<file path="src/tas_defines.svh">
`ifndef TAS_DEFINES_SVH
`define TAS_DEFINES_SVH

// register indices, byte address is index times four
`define TAS_IDX_FMT   10'h004
`define TAS_IDX_CMP   10'h005
`define TAS_IDX_CLK   10'h008
`define TAS_IDX_FLT   10'h009
`define TAS_IDX_STS   10'h00A

// reset values
`define TAS_FMT_RST   16'h4050
`define TAS_CMP_RST   16'h0000
`define TAS_CLK_RST   16'h0040
`define TAS_FLT_RST   16'h0000

// serial_format_control fields
`define TAS_LSRC      15
`define TAS_RSRC      14
`define TAS_TDM       13
`define TAS_SLOT      12
`define TAS_BINV      8
`define TAS_LINV      7
`define TAS_WL        6:5
`define TAS_FMTSEL    4:3

// frame formats and word lengths
`define TAS_FMT_RJ    2'h0
`define TAS_FMT_LJ    2'h1
`define TAS_FMT_I2S   2'h2
`define TAS_FMT_DSP   2'h3
`define TAS_WL_16     2'h0
`define TAS_WL_20     2'h1
`define TAS_WL_24     2'h2
`define TAS_WL_32     2'h3

// compand_control fields
`define TAS_COMP      2
`define TAS_LAW       1

// clock_output_control fields
`define TAS_MSTR      15
`define TAS_LDIR      11
`define TAS_DIV       10:0
`define TAS_DIV_MIN   11'h008

// pin_float_control field
`define TAS_TRIS      13

// converter sample width
`define TAS_REAL_BITS 13'sh0018

`endif

</file>
<file path="src/tas_pkg.sv">
package tas_pkg;

    typedef struct packed {
        logic [15:0] fmt;
        logic [15:0] cmp;
        logic [15:0] clk;
        logic [15:0] flt;
        logic [31:0] prdata;
        logic        pslverr;
        logic [2:0]  bs;
        logic [2:0]  ls;
        logic        bclk_f;
        logic        lrc_f;
        logic        eff_q;
        logic        bclk_g;
        logic [7:0]  gdiv;
        logic [10:0] lcnt;
        logic [10:0] pos;
        logic [10:0] hlen;
        logic        ll;
        logic        drv;
        logic [23:0] lh;
        logic [23:0] rh;
        logic [23:0] lw;
        logic [23:0] rw;
        logic        bclk_o;
        logic        lrc_o;
        logic        sd;
        logic        bclk_oe;
        logic        lrc_oe;
        logic        sd_oe;
    } tas_state_type;

endpackage

</file>
<file path="src/tas_compand.sv">
`timescale 1ns/100ps
module tas_compand (
    input  wire logic [23:0] sample,
    input  wire logic        comp,
    input  wire logic        law,
    output logic      [7:0]  code
);
    logic [13:0] mx;
    logic [12:0] am;
    logic [13:0] mb;
    logic [12:0] ab;
    logic [2:0]  me;
    logic [2:0]  ae;
    logic [12:0] mm;
    logic [12:0] amt;

    always_comb begin
        mx = sample[23] ? 14'(~sample[23:10] + 14'h0001) : sample[23:10];
        am = sample[23] ? 13'(~sample[23:11] + 13'h0001) : sample[23:11];
        // magnitude clamp and bias
        mb = (mx > 14'h1FDE) ? 14'h1FFF : 14'(mx + 14'h0021);
        ab = (am > 13'h0FFF) ? 13'h0FFF : am;
        me = 3'h0;
        ae = 3'h0;
        for (int i = 1; i < 8; i++) begin
            if (mb[i + 5]) begin
                me = 3'(i);
            end
            if (ab[i + 4]) begin
                ae = 3'(i);
            end
        end
        mm = 13'(mb >> (me + 3'h1));
        amt = (ae == 3'h0) ? 13'(ab >> 1) : 13'(ab >> ae);
        if (!comp) begin
            code = sample[23:16];
        end else if (law) begin
            code = {~sample[23], ae, amt[3:0]} ^ 8'h55;
        end else begin
            code = ~{sample[23], me, mm[3:0]};
        end
    end
endmodule

</file>
<file path="src/tas_serial_out.sv">
// The APB interface to the registers was chosen for this implementation.
`timescale 1ns/100ps
`include "tas_defines.svh"
module tas_serial_out #(
    parameter int BCLK_HALF = 4
) (
    input  wire logic        ref_clk,
    input  wire logic        rst_b,
    input  wire logic        psel,
    input  wire logic        penable,
    input  wire logic        pwrite,
    input  wire logic [11:0] paddr,
    input  wire logic [31:0] pwdata,
    output logic      [31:0] prdata,
    output logic             pready,
    output logic             pslverr,
    input  wire logic [23:0] sample_left,
    input  wire logic [23:0] sample_right,
    input  wire logic        sample_strobe,
    input  wire logic        bit_clock_in,
    output logic             bit_clock_out,
    output logic             bit_clock_oe,
    input  wire logic        frame_clock_in,
    output logic             frame_clock_out,
    output logic             frame_clock_oe,
    output logic             serial_data_out,
    output logic             serial_data_oe
);
    if (BCLK_HALF < 2 || BCLK_HALF > 255) begin : g_chk
        $error("BCLK_HALF must lie in 2..255");
    end

    tas_pkg::tas_state_type st;
    tas_pkg::tas_state_type n;

    logic [9:0]         idx;
    logic               mstr;
    logic               gen;
    logic               tdm;
    logic               dsp;
    logic               eight;
    logic               tris;
    logic               cv;
    logic               eff;
    logic               fall;
    logic               llg;
    logic               start;
    logic               left;
    logic               drive;
    logic               hole;
    logic [10:0]        div;
    logic [10:0]        lc;
    logic [5:0]         wid;
    logic signed [12:0] span;
    logic signed [12:0] base;
    logic signed [12:0] lead;
    logic signed [12:0] k;
    logic [4:0]         bi;
    logic [7:0]         lcode;
    logic [7:0]         rcode;

    tas_compand u_cl (
        .sample (st.lw),
        .comp   (st.cmp[`TAS_COMP]),
        .law    (st.cmp[`TAS_LAW]),
        .code   (lcode)
    );

    tas_compand u_cr (
        .sample (st.rw),
        .comp   (st.cmp[`TAS_COMP]),
        .law    (st.cmp[`TAS_LAW]),
        .code   (rcode)
    );

    always_comb begin
        n = st;
        idx = paddr[11:2];
        mstr = st.clk[`TAS_MSTR];
        gen = mstr | st.clk[`TAS_LDIR];
        tdm = st.fmt[`TAS_TDM];
        dsp = st.fmt[`TAS_FMTSEL] == `TAS_FMT_DSP;
        eight = st.cmp[`TAS_COMP] | st.cmp[`TAS_LAW];
        tris = st.flt[`TAS_TRIS];
        // frame level to left-half flag and back
        cv = (st.fmt[`TAS_FMTSEL] == `TAS_FMT_I2S) ^ (st.fmt[`TAS_LINV] & ~dsp);
        div = (st.clk[`TAS_DIV] < `TAS_DIV_MIN) ? `TAS_DIV_MIN : st.clk[`TAS_DIV];
        unique case (st.fmt[`TAS_WL])
            `TAS_WL_16: wid = 6'h10;
            `TAS_WL_20: wid = 6'h14;
            `TAS_WL_24: wid = 6'h18;
            `TAS_WL_32: wid = 6'h20;
        endcase
        if (eight) begin
            wid = 6'h08;
        end
        span = dsp ? 13'({wid, 1'b0}) : 13'(wid);
        base = (tdm && st.fmt[`TAS_SLOT]) ? span : 13'sh0000;

        // register bus
        if (psel && !penable) begin
            n.pslverr = 1'b0;
            unique case (idx)
                `TAS_IDX_FMT: n.prdata = {16'h0000, st.fmt};
                `TAS_IDX_CMP: n.prdata = {16'h0000, st.cmp};
                `TAS_IDX_CLK: n.prdata = {16'h0000, st.clk};
                `TAS_IDX_FLT: n.prdata = {16'h0000, st.flt};
                `TAS_IDX_STS: n.prdata = {27'h0000000, st.drv, st.ll, st.sd_oe,
                                          st.lrc_oe, st.bclk_oe};
                default: begin
                    n.prdata = 32'h00000000;
                    n.pslverr = 1'b1;
                end
            endcase
        end
        if (psel && penable && pwrite) begin
            unique case (idx)
                `TAS_IDX_FMT: n.fmt = pwdata[15:0];
                `TAS_IDX_CMP: n.cmp = pwdata[15:0];
                `TAS_IDX_CLK: n.clk = pwdata[15:0];
                `TAS_IDX_FLT: n.flt = pwdata[15:0];
                default: n.fmt = st.fmt;
            endcase
        end

        // pin synchronisers
        n.bs = {st.bs[1:0], bit_clock_in};
        n.ls = {st.ls[1:0], frame_clock_in};
        if (st.bs[1] == st.bs[2]) begin
            n.bclk_f = st.bs[2];
        end
        if (st.ls[1] == st.ls[2]) begin
            n.lrc_f = st.ls[2];
        end
        if (sample_strobe) begin
            n.lh = sample_left;
            n.rh = sample_right;
        end

        // bit clock generator
        if (mstr) begin
            if (st.gdiv == 8'(BCLK_HALF - 1)) begin
                n.gdiv = 8'h00;
                n.bclk_g = ~st.bclk_g;
            end else begin
                n.gdiv = st.gdiv + 8'h01;
            end
        end else begin
            n.gdiv = 8'h00;
            n.bclk_g = 1'b0;
        end
        eff = mstr ? st.bclk_g : (st.bclk_f ^ st.fmt[`TAS_BINV]);
        n.eff_q = eff;
        fall = st.eff_q & ~eff;
        n.bclk_o = n.bclk_g ^ st.fmt[`TAS_BINV];

        // frame tracking and data launch on falling bit clock
        lc = (11'(st.lcnt + 11'h001) >= div) ? 11'h000 : 11'(st.lcnt + 11'h001);
        llg = dsp ? (lc == 11'h000) : (lc < {1'b0, div[10:1]});
        start = 1'b0;
        if (fall) begin
            if (gen) begin
                n.lcnt = lc;
                n.ll = llg;
                n.lrc_o = llg ^ cv;
            end else begin
                n.ll = st.lrc_f ^ cv;
            end
            start = dsp ? (n.ll & ~st.ll) : (n.ll != st.ll);
            if (start) begin
                n.hlen = st.pos;
                n.pos = 11'h001;
                if (n.ll) begin
                    n.lw = st.fmt[`TAS_LSRC] ? st.rh : st.lh;
                    n.rw = st.fmt[`TAS_RSRC] ? st.rh : st.lh;
                end
            end else if (st.pos != 11'h7FF) begin
                n.pos = st.pos + 11'h001;
            end
        end

        unique case (st.fmt[`TAS_FMTSEL])
            `TAS_FMT_RJ: lead = 13'(n.hlen) + 13'sh0001 - (tdm ? span <<< 1 : span);
            `TAS_FMT_LJ: lead = 13'sh0001;
            `TAS_FMT_I2S: lead = 13'sh0002;
            `TAS_FMT_DSP: lead = st.fmt[`TAS_LINV] ? 13'sh0001 : 13'sh0002;
        endcase
        k = 13'(n.pos) - lead - base;
        left = n.ll;
        if (dsp) begin
            left = k < 13'(wid);
            if (!left) begin
                k = k - 13'(wid);
            end
        end
        drive = k >= 13'sh0000 && k < 13'(wid) && k < `TAS_REAL_BITS;
        // word bits past the real sample are left floating
        hole = k >= `TAS_REAL_BITS && k < 13'(wid);
        bi = k[4:0];
        if (fall) begin
            n.drv = drive;
            if (!drive) begin
                n.sd = 1'b0;
            end else if (eight) begin
                n.sd = left ? lcode[3'(5'h07 - bi)] : rcode[3'(5'h07 - bi)];
            end else begin
                n.sd = left ? st.lw[5'h17 - bi] : st.rw[5'h17 - bi];
            end
        end

        // pin drivers
        n.bclk_oe = mstr & ~tris;
        n.lrc_oe = gen & ~tris;
        n.sd_oe = ~tris & (tdm ? n.drv : ~hole);
    end

    always_ff @(posedge ref_clk) begin
        if (!rst_b) begin
            st <= '0;
            st.fmt <= `TAS_FMT_RST;
            st.cmp <= `TAS_CMP_RST;
            st.clk <= `TAS_CLK_RST;
            st.flt <= `TAS_FLT_RST;
        end else begin
            st <= n;
        end
    end

    assign prdata = st.prdata;
    assign pslverr = st.pslverr;
    assign pready = psel & penable;
    assign bit_clock_out = st.bclk_o;
    assign bit_clock_oe = st.bclk_oe;
    assign frame_clock_out = st.lrc_o;
    assign frame_clock_oe = st.lrc_oe;
    assign serial_data_out = st.sd;
    assign serial_data_oe = st.sd_oe;
endmodule

</file>
<file path="config.mk">
export PLATFORM = sky130hd
export DESIGN_NAME = tas_serial_out
export DESIGN_NICKNAME = d
export VERILOG_FILES = /design/src/tas_pkg.sv /design/src/tas_compand.sv /design/src/tas_serial_out.sv
export VERILOG_INCLUDE_DIRS = /design/src
export SDC_FILE = /design/constraint.sdc
export NUM_CORES = 1
export LEC_CHECK = 0
export BUFFER_PORTS_ARGS = -buffer_cell sky130_fd_sc_hd__buf_2
export CAP_MARGIN = 20
export CORE_AREA = 8 8 188 190
export CTS_CLUSTER_DIAMETER = 50
export DETAILED_ROUTE_END_ITERATION = 6
export DIE_AREA = 0 0 196 198
export PLACE_DENSITY = 0.73
export SYNTH_ARGS = -nofsm -noshare
export SYNTH_HDL_FRONTEND = slang
export SYNTH_SLANG_ARGS = --single-unit
</file>
<file path="constraint.sdc">
create_clock -name ref_clk -period 12.2 [get_ports ref_clk]
set_input_delay 1.22 -clock ref_clk [delete_from_list [all_inputs] [get_ports ref_clk]]
set_output_delay 1.22 -clock ref_clk [all_outputs]
set_load 0.05 [all_outputs]
</file>
# --- Yosys cells after proc, flatten, opt, wreduce, memory -nomap -nowiden ---
# Index checks and enable logic that the tools add are counted.
op_classes:
  mul: 0
  n_reduce_logical: 21
  bitwise: 32
  div: 0
  n_shift: 4
  eq_ne: 16
  n_lt_le_gt_ge: 14
  muxes: 84
  n_addsub: 18
op_table:
  columns: ["op", "count"]
  rows:
  - ["one-hot mux 16 bit (5 select lines)", 1]
  - ["2-to-1 mux 13 bit", 6]
  - ["2-to-1 mux 3 bit", 20]
  - ["2-to-1 mux 14 bit", 4]
  - ["2-to-1 mux 11 bit", 5]
  - ["one-hot mux 13 bit (4 select lines)", 1]
  - ["2-to-1 mux 24 bit", 2]
  - ["2-to-1 mux 8 bit", 6]
  - ["equality test 10 x 4 -> 1 bit (second input constant)", 3]
  - ["adder 14 x 1 -> 14 bit (second input constant)", 2]
  - ["adder 14 x 6 -> 14 bit (second input constant)", 2]
  - ["> comparator 14 x 13 -> 1 bit (second input constant)", 2]
  - ["NOT 14 bit", 2]
  - ["right shift 14 x 3 -> 4 bit", 2]
  - ["adder 13 x 1 -> 13 bit (second input constant)", 2]
  - ["> comparator 13 x 12 -> 1 bit (second input constant)", 2]
  - ["< comparator 13 x 6 -> 1 bit", 2]
  - ["NOT 13 bit", 2]
  - ["right shift 13 x 3 -> 4 bit", 2]
  - ["one-hot mux 6 bit (4 select lines)", 1]
  - ["2-to-1 mux 23 bit", 1]
  - ["adder 11 x 1 -> 11 bit (second input constant)", 2]
  - ["2-to-1 mux 1 bit", 22]
  - ["equality test 10 x 3 -> 1 bit (second input constant)", 2]
  - ["other kinds (45)", 93]
totals:
  ram_bits: 0
  out_inout_bits: 40
  memories: 0
  mem_bits_ro: 0
  latchBits: 0
  register_bits: 252

# --- Depth between registers and ports, before layout ---
# Gate-level depths: netlist of the first run.
depth:
  depth_word: 26
  ltp_mapped: 60

# --- By module ---
# Synthesis of the first run repeated with hierarchy kept, for this count alone.
unflattened:
  cells_unflattened: 2149
  area_unflattened_um2: 17511.8
modules_own_cells:
  columns: ["mod", "instances", "cells_each", "area_each_um2", "seq_area_each_um2"]
  rows:
  - ["tas_serial_out", 1, 1573, 13270.2, 4724.5]
  - ["tas_compand", 2, 288, 2120.8, 0.0]

# --- Worst setup path before layout of the first run ---
# OpenSTA, ideal clock, no wires.
synth_path:
  path_kind: "register -> register"
  from: "register st[214] (netlist bit)"
  to: "register st, in the netlist serial_data_oe"
  setup_slack_ps: 489
  setup_time_ps: 74
  arrival_ps: 11637
  path_buffers: 2
  path_stages_with_launch: 56
  required_time_ps: 12126
  path_cell_list: "dfxtp_1 nor4_1 nand2_1 and2_1 ha_1 nand2b_1 a21o_1 a21o_1 a211oi_1 o21a_1 nor2_1 clkbuf_1 nor2b_1 ha_1 a2111oi_0 o21ai_0 a21oi_1 o21ai_0 (+20 left out) inv_1 ha_1 nor2b_1 o21ai_0 nand2b_1 and2_1 or3_1 a211oi_1 nor3b_2 nor4b_2 nor2_2 mux2_2 ha_1 a2111oi_0 and3_1 nand4b_1 or4b_1 a31oi_1"
synth_rtl:
  columns: ["item", "line_no", "source"]
  rows:
  - ["start: declaration", "tas_serial_out.sv:33", "tas_pkg::tas_state_type st;"]
  - ["start signal: assignment", "tas_serial_out.sv:225", "st <= n;"]

==> impl_metrics.ini, run 1 <==
[route]
vias_per_cell = 6.179
wl_per_cell_um = 18.54
detail_route.first_pass.iterations = 5
wl_mm = 49.52
detail_route.drc_violations = 0
drtIter0Drc = 1326
route.vias.total = 16500
ant_nets = 0

[yosys]
synth_enable_flop_cells = 0
yosys_warnings = 0
synth_top_cell_by_area = sky130_fd_sc_hd__dfxtp_1
synthesis.area_per_instance_sq_um = 7.862
synth-async-reset-ratio = 0
synth.area.top_cells = sky130_fd_sc_hd__dfxtp_1 27%, sky130_fd_sc_hd__mux2i_1 7.4%, sky130_fd_sc_hd__nand2_1 5.9%, sky130_fd_sc_hd__ha_1 5.3%, sky130_fd_sc_hd__nor2_1 5.2%
post_synth_instance_area_sq_um = 17560
synth_largest_type_area_fraction = 0.2691
synth_sequential_area_ratio = 0.2691
synthCells = 2233
ys.flop_type = sky130_fd_sc_hd__dfxtp_1
netlist-cell-type-count = 111
synth.ff_latch_count = 236

[cells_and_area]
fin_nets = 2426
drive_above_1_share = 0.1374
mostFrequentLayoutCell = sky130_fd_sc_hd__nand2_1
antenna-diode-count = 0
stdcell_count = 2671
commonest_cells_after_routing_fill_and_taps_aside = 276 x sky130_fd_sc_hd__nand2_1, 241 x sky130_fd_sc_hd__nor2_1, 233 x sky130_fd_sc_hd__dfxtp_1
fin_area_sq_um = 19210
area.growth.synth_to_final_pct = 9.415

[timing]
post-route-min-period_ps = 11450
finalMaxSlewViolations = 0
finalSetupViolCount = 0
timing.setup.tns_ps = 0
timing_worst_slew_pin_value_ps = 1174
timing.max_slew.rel_slack = 0.2102
fin_ws_ps = 748.5
report.final.hold_viol_count = 0
period_utilization = 0.9386
maxClockFrequency_mhz = 87.32
fin_skew_ps = 24.66

[die]
initial_core_util = 0.5451
die_height_um = 198
design.die.area_sq_um = 38810
io_pins = 140
design.core.area_sq_um = 32210
floorplan.rows = 66
die_w_um = 196

[worst_setup_path]
cpMaxStageDelayCell = sky130_fd_sc_hd__or4b_4
worst_path_most_repeated_cell = sky130_fd_sc_hd__ha_1
element_type_at_the_critical_path_start = flop
worstSetupPathType = flop to flop
worst_setup_path_end_kind = flop
cp.required_ps = 12650
timing.reg2reg.worst_path_depth = 55
timing.critical_path.fanout_max = 11
critPathArrivalTime_ps = 11900
critPathMaxStageDelay_ps = 530

[hold_path]
worst_hold_path_type = flop to flop
min_path_cells = 1

[job]
timing.max_cap.violations = 0

[grt]
globalRouteMet2Util = 0.4108
global_route_wire_length_before_repair_mm = 79.54
grt_overflow_total = 0
grt_start_max_net_pins = 112
globalRouteMet3Util = 0.02750
antenna_found_initial = 0
first_global_vias = 15630
global_route.usage.met1 = 0.3222
top_usage_layer = met2
globalRouteTotalUtil = 0.2419

[clock_network]
clkLatencyLatePin_ps = 540
cts.sink_count = 236
clock_input_transition_at_the_sequential_cells_of_the_worst_setup_and_hold_paths_ps = 60
ctsHtreeMaxLevel = 1
tritoncts_clock_tree = built
clockBufferDepth = 3
cts_buffer_count = 26
ctsRootBufferMaster = sky130_fd_sc_hd__clkbuf_16
ctsHoldBuffers = 0

[place]
routability_cong = 0.9128
place.port_buffers = 105
pre_cts_ws_ps = 142.5
placedInstanceArea_sq_um = 18110
post-place-cells = 2618
detailedPlacementHpwl_mm = 36.05

[power_and_ir_drop]
p_per_area_nw_per_um2 = 87.28
p_total_mw = 1.677
power.ir.vdd_worst_mv = 0.1220
cellLeakagePower_nw = 7.616

[outcome]
run_status = complete, no violations
[critical path: cells and delay by family (launching register included)]
family / cells / cell delay [ps]
and+or+nand+nor: 22 / 4080
AOI/OAI and AO/OA: 18 / 3210
muxes: 2 / 690
buffers and inverters: 4 / 450
DFF: 1 / 360
adders and majority gates: 8 / 2400
xor gates and xnor gates: 1 / 200
[state kept, by name, indices dropped and copies added (netlist names)]
signal / count
n: 4
pslverr: 1
bit_clock_out: 1
serial_data_out: 1
st: 208
frame_clock_oe: 1
mstr: 1
prdata: 16
frame_clock_out: 1
serial_data_oe: 1
bit_clock_oe: 1
[report_power, final]
part           total (mW)  leakage [nW]  switching, mW  internal, mW
Combinational       0.101          5.27         0.0664        0.0351
Clock               0.782         0.429          0.316         0.467
Sequential          0.793          1.91         0.0100         0.783
Total                1.68          7.62          0.392          1.28
[per-layer routing]
| layer | up-vias | share of wire |
|---|---|---|
| met3 | 69 | 0.060 |
| li1 | 8053 | - |
| met1 | 7873 | 0.44 |
| met5 | - | 0 |
| met2 | 508 | 0.48 |
| met4 | 0 | 0.018 |
[synthesized netlist by cell type (10+ instances only)]
master	n
sky130_fd_sc_hd__nor4_1	16
sky130_fd_sc_hd__o21ai_1	12
sky130_fd_sc_hd__a21oi_1	162
sky130_fd_sc_hd__inv_1	73
sky130_fd_sc_hd__a222oi_1	11
sky130_fd_sc_hd__a21o_1	18
sky130_fd_sc_hd__a211oi_1	62
sky130_fd_sc_hd__nand2b_1	25
sky130_fd_sc_hd__xor2_1	36
sky130_fd_sc_hd__and2_1	41
sky130_fd_sc_hd__buf_4	33
sky130_fd_sc_hd__nor2b_1	28
sky130_fd_sc_hd__o21a_1	16
sky130_fd_sc_hd__o21ai_0	81
sky130_fd_sc_hd__ha_1	74
sky130_fd_sc_hd__clkbuf_1	117
sky130_fd_sc_hd__and3_1	13
sky130_fd_sc_hd__or3_1	15
sky130_fd_sc_hd__nand4_1	15
sky130_fd_sc_hd__nor2_1	242
sky130_fd_sc_hd__a2111oi_0	10
sky130_fd_sc_hd__mux4_2	17
sky130_fd_sc_hd__nor3_1	45
sky130_fd_sc_hd__o211ai_1	14
sky130_fd_sc_hd__a31oi_1	21
sky130_fd_sc_hd__o22ai_1	12
sky130_fd_sc_hd__dfxtp_1	236
sky130_fd_sc_hd__or2_2	16
sky130_fd_sc_hd__nor3b_1	11
sky130_fd_sc_hd__a22oi_1	13
sky130_fd_sc_hd__nand3_1	39
sky130_fd_sc_hd__buf_2	15
sky130_fd_sc_hd__mux2i_1	129
sky130_fd_sc_hd__mux2_2	18
sky130_fd_sc_hd__xnor2_1	54
sky130_fd_sc_hd__nand2_1	277
sky130_fd_sc_hd__o31ai_1	20
[layout make-up]
| type | count | area [sq um] |
|---|---|---|
| Tap cell | 408 | 510.5 |
| Multi-Input combinational cell | 1762 | 11960 |
| Clock buffer | 40 | 783.3 |
| Inverter | 75 | 286.5 |
| Fill cell | 2891 | 13000 |
| Timing Repair Buffer | 144 | 842.1 |
| Sequential cell | 236 | 4731 |
| Clock inverter | 6 | 93.84 |
[worst paths after layout]
path / from / slack (ps) / endpoint
setup / recovery: st[207] / 750 / serial_data_oe
hold / removal: n[153] / 440 / n[154]
setup reg to reg: st[207] / 750 / serial_data_oe
hold reg to reg: n[153] / 440 / n[154]
[cell families after synthesis]
group | Yosys count | synth area share
AOI/OAI and AO/OA | 566 | 0.2200
xor gates and xnor gates | 98 | 0.05267
DFF | 236 | 0.2691
buffers and inverters | 250 | 0.06200
and+or+nand+nor | 836 | 0.2271
muxes | 165 | 0.1082
adders and majority gates | 81 | 0.06072
other | 1 | 0.0002136
[what timing repair did]
item,in CTS,in global routing
buffers inserted,0,6
resized for setup,0,36
setup endpoints to repair,0,3
[through the flow]
| step | hold WS [ps] | util |
|---|---|---|
| finish | 437.5 | 0.5964 |
| CTS | 441.7 | 0.5895 |
| global route | 468.4 | 0.5964 |
| floorplan | 411.9 | - |
| detailed placement | 429.7 | 0.5623 |
| global placement | 413.9 | 0.5623 |
Power figures use the tool's default switching activity.
==> run 2, diff against run 1 <==
--- a/config.mk
+++ b/config.mk
@@ -6,7 +6,7 @@
 export SDC_FILE = /design/constraint.sdc
 export NUM_CORES = 1
 export LEC_CHECK = 0
-export BUFFER_PORTS_ARGS = -buffer_cell sky130_fd_sc_hd__buf_2
+export BUFFER_PORTS_ARGS = -buffer_cell sky130_fd_sc_hd__clkbuf_2
 export CAP_MARGIN = 20
 export CORE_AREA = 8 8 188 190
 export CTS_CLUSTER_DIAMETER = 50
==> run 2 against run 1 <==
Compared with the run above:
- via count increased by 0.33%
- die area unchanged
- setup slack got worse by 170 ps
- hold slack improved by 3.1 ps
- largest power group unchanged
- highest routed layer unchanged
==> impl_metrics.ini, run 2 (synthesis results as in run 1) <==
[outcome]
run_status = complete, no violations

[clock_network]
cts.sink_count = 236
clkLatencyLatePin_ps = 530
tritoncts_clock_tree = built
clock_input_transition_at_the_sequential_cells_of_the_worst_setup_and_hold_paths_ps = 60
ctsHtreeMaxLevel = 1
ctsHoldBuffers = 0
cts_buffer_count = 25
ctsRootBufferMaster = sky130_fd_sc_hd__clkbuf_16
clockBufferDepth = 3

[worst_setup_path]
worst_path_most_repeated_cell = sky130_fd_sc_hd__ha_1
critPathMaxStageDelay_ps = 600
worstSetupPathType = flop to flop
element_type_at_the_critical_path_start = flop
critPathArrivalTime_ps = 12050
timing.critical_path.fanout_max = 11
path_buf_inv = 4
cpMaxStageDelayCell = sky130_fd_sc_hd__or4b_4
worst_setup_path_end_kind = flop
cp.required_ps = 12630
critical_path.top_delay_family = simple AND/OR/NAND/NOR gates

[die]
die_height_um = 198
floorplan.rows = 66
io_pins = 140
initial_core_util = 0.5451
design.die.area_sq_um = 38810
design.core.area_sq_um = 32210
die_w_um = 196

[grt]
grt_overflow_total = 0
globalRouteTotalUtil = 0.2456
global_route_wire_length_before_repair_mm = 80.43
first_global_vias = 15630
grt_start_max_net_pins = 110
antenna_found_initial = 0

[job]
timing.max_cap.violations = 0

[power_and_ir_drop]
power_report.internal_total_mw = 1.228
comb_power_share = 0.062
power.ir.vdd_worst_mv = 0.1116
power.clock.fraction = 0.450
cellLeakagePower_nw = 7.614
p_per_area_nw_per_um2 = 84.53
netSwitchingFraction = 0.2442
seq_power_share = 0.488
total_switching_power_uw = 396.7

[route]
detail_route.first_pass.iterations = 6
wl_mm = 50.22
wl_per_cell_um = 18.78
vias_per_cell = 6.192
route.vias.total = 16560
detail_route.drc_violations = 0
drtIter0Drc = 1391
ant_nets = 0

[timing]
post-route-min-period_ps = 11620
timing_worst_slew_pin_value_ps = 1084
report.final.hold_viol_count = 0
timing.setup.tns_ps = 0
finalSetupViolCount = 0
finalMaxSlewViolations = 0
period_utilization = 0.9525
fin_skew_ps = 18.65
maxClockFrequency_mhz = 86.06
timing.max_slew.rel_slack = 0.2773

[cells_and_area]
layout.filler_cells = 2921
antenna-diode-count = 0
drive_above_1_share = 0.1425
fin_area_sq_um = 19210
layout.core_utilization = 0.5966
mostFrequentLayoutCell = sky130_fd_sc_hd__nand2_1
area.growth.synth_to_final_pct = 9.451
commonest_cells_after_routing_fill_and_taps_aside = 275 x sky130_fd_sc_hd__nand2_1, 239 x sky130_fd_sc_hd__nor2_1, 232 x sky130_fd_sc_hd__dfxtp_1
fin_nets = 2428
largest_register_ff_count = 208
regMostFlops = st

[place]
routability_cong = 0.9229
detailedPlacementHpwl_mm = 36.54
placedInstanceArea_sq_um = 18120
place.port_buffers = 105

[hold_path]
worst_hold_path_type = flop to flop
==> run 2: stage by stage <==
stage	hold slack [ps]	setup slack [ps]	total power, mW	instances
2_1_floorplan	411.9	488.9	0.8798	2248
3_3_place_gp	412.9	395.9	0.9068	2619
3_5_place_dp	426.4	-22.44	0.9089	2619
4_1_cts	441.0	31.49	1.633	2665
5_1_grt	464.0	-142.3	1.678	2674
6_report	440.6	580.0	1.624	2674
==> run 2: what timing repair did <==
item / in CTS / in global routing
resized for setup: 3 / 49
buffers inserted: 0 / 9
setup endpoints to repair: 2 / 3
pin swaps: 0 / 10
==> run 2: worst paths after layout <==
kind                            slack (ps)  cells past startpoint             end    start
worst max-delay path                   580                     55  serial_data_oe  st[213]
worst min-delay path                   440                      1          n[154]   n[153]
worst max register to register         580                     55  serial_data_oe  st[213]
worst min register to register         440                      1          n[154]   n[153]
==> run 2: power by group through the flow <==
stage | clock network [mW] | registers [mW] | logic, mW
after detailed placement | 0 | 0.810 | 0.0993
final | 0.731 | 0.793 | 0.101
after floorplan | 0 | 0.807 | 0.0728
after CTS | 0.741 | 0.792 | 0.0998
after global placement | 0 | 0.809 | 0.0980
after global routing | 0.775 | 0.794 | 0.109
==> run 2: routing by layer <==
| layer | vias to the layer above | GRT usage | routed length (um) | share of wire |
|---|---|---|---|---|
| li1 | 8028 | - | - | - |
| met1 | 7911 | 0.3303 | 22660 | 0.45 |
| met4 | 0 | 0.06541 | 985 | 0.020 |
| met3 | 75 | 0.02581 | 2781 | 0.055 |
| met5 | - | 0 | 0 | 0 |
| met2 | 544 | 0.4152 | 23790 | 0.47 |
==> run 2: area by class of cell <==
| cell class | count | area, sq um | share of cell area |
|---|---|---|---|
| Multi-Input combinational cell | 1762 | 12040 | 0.6268 |
| Sequential cell | 236 | 4730 | 0.2461 |
| Timing Repair Buffer | 147 | 844.6 | 0.04395 |
| Clock buffer | 37 | 710.7 | 0.03699 |
| Tap cell | 408 | 510.5 | 0.02657 |
| Inverter | 75 | 286.5 | 0.01491 |
| Clock inverter | 9 | 88.84 | 0.004623 |
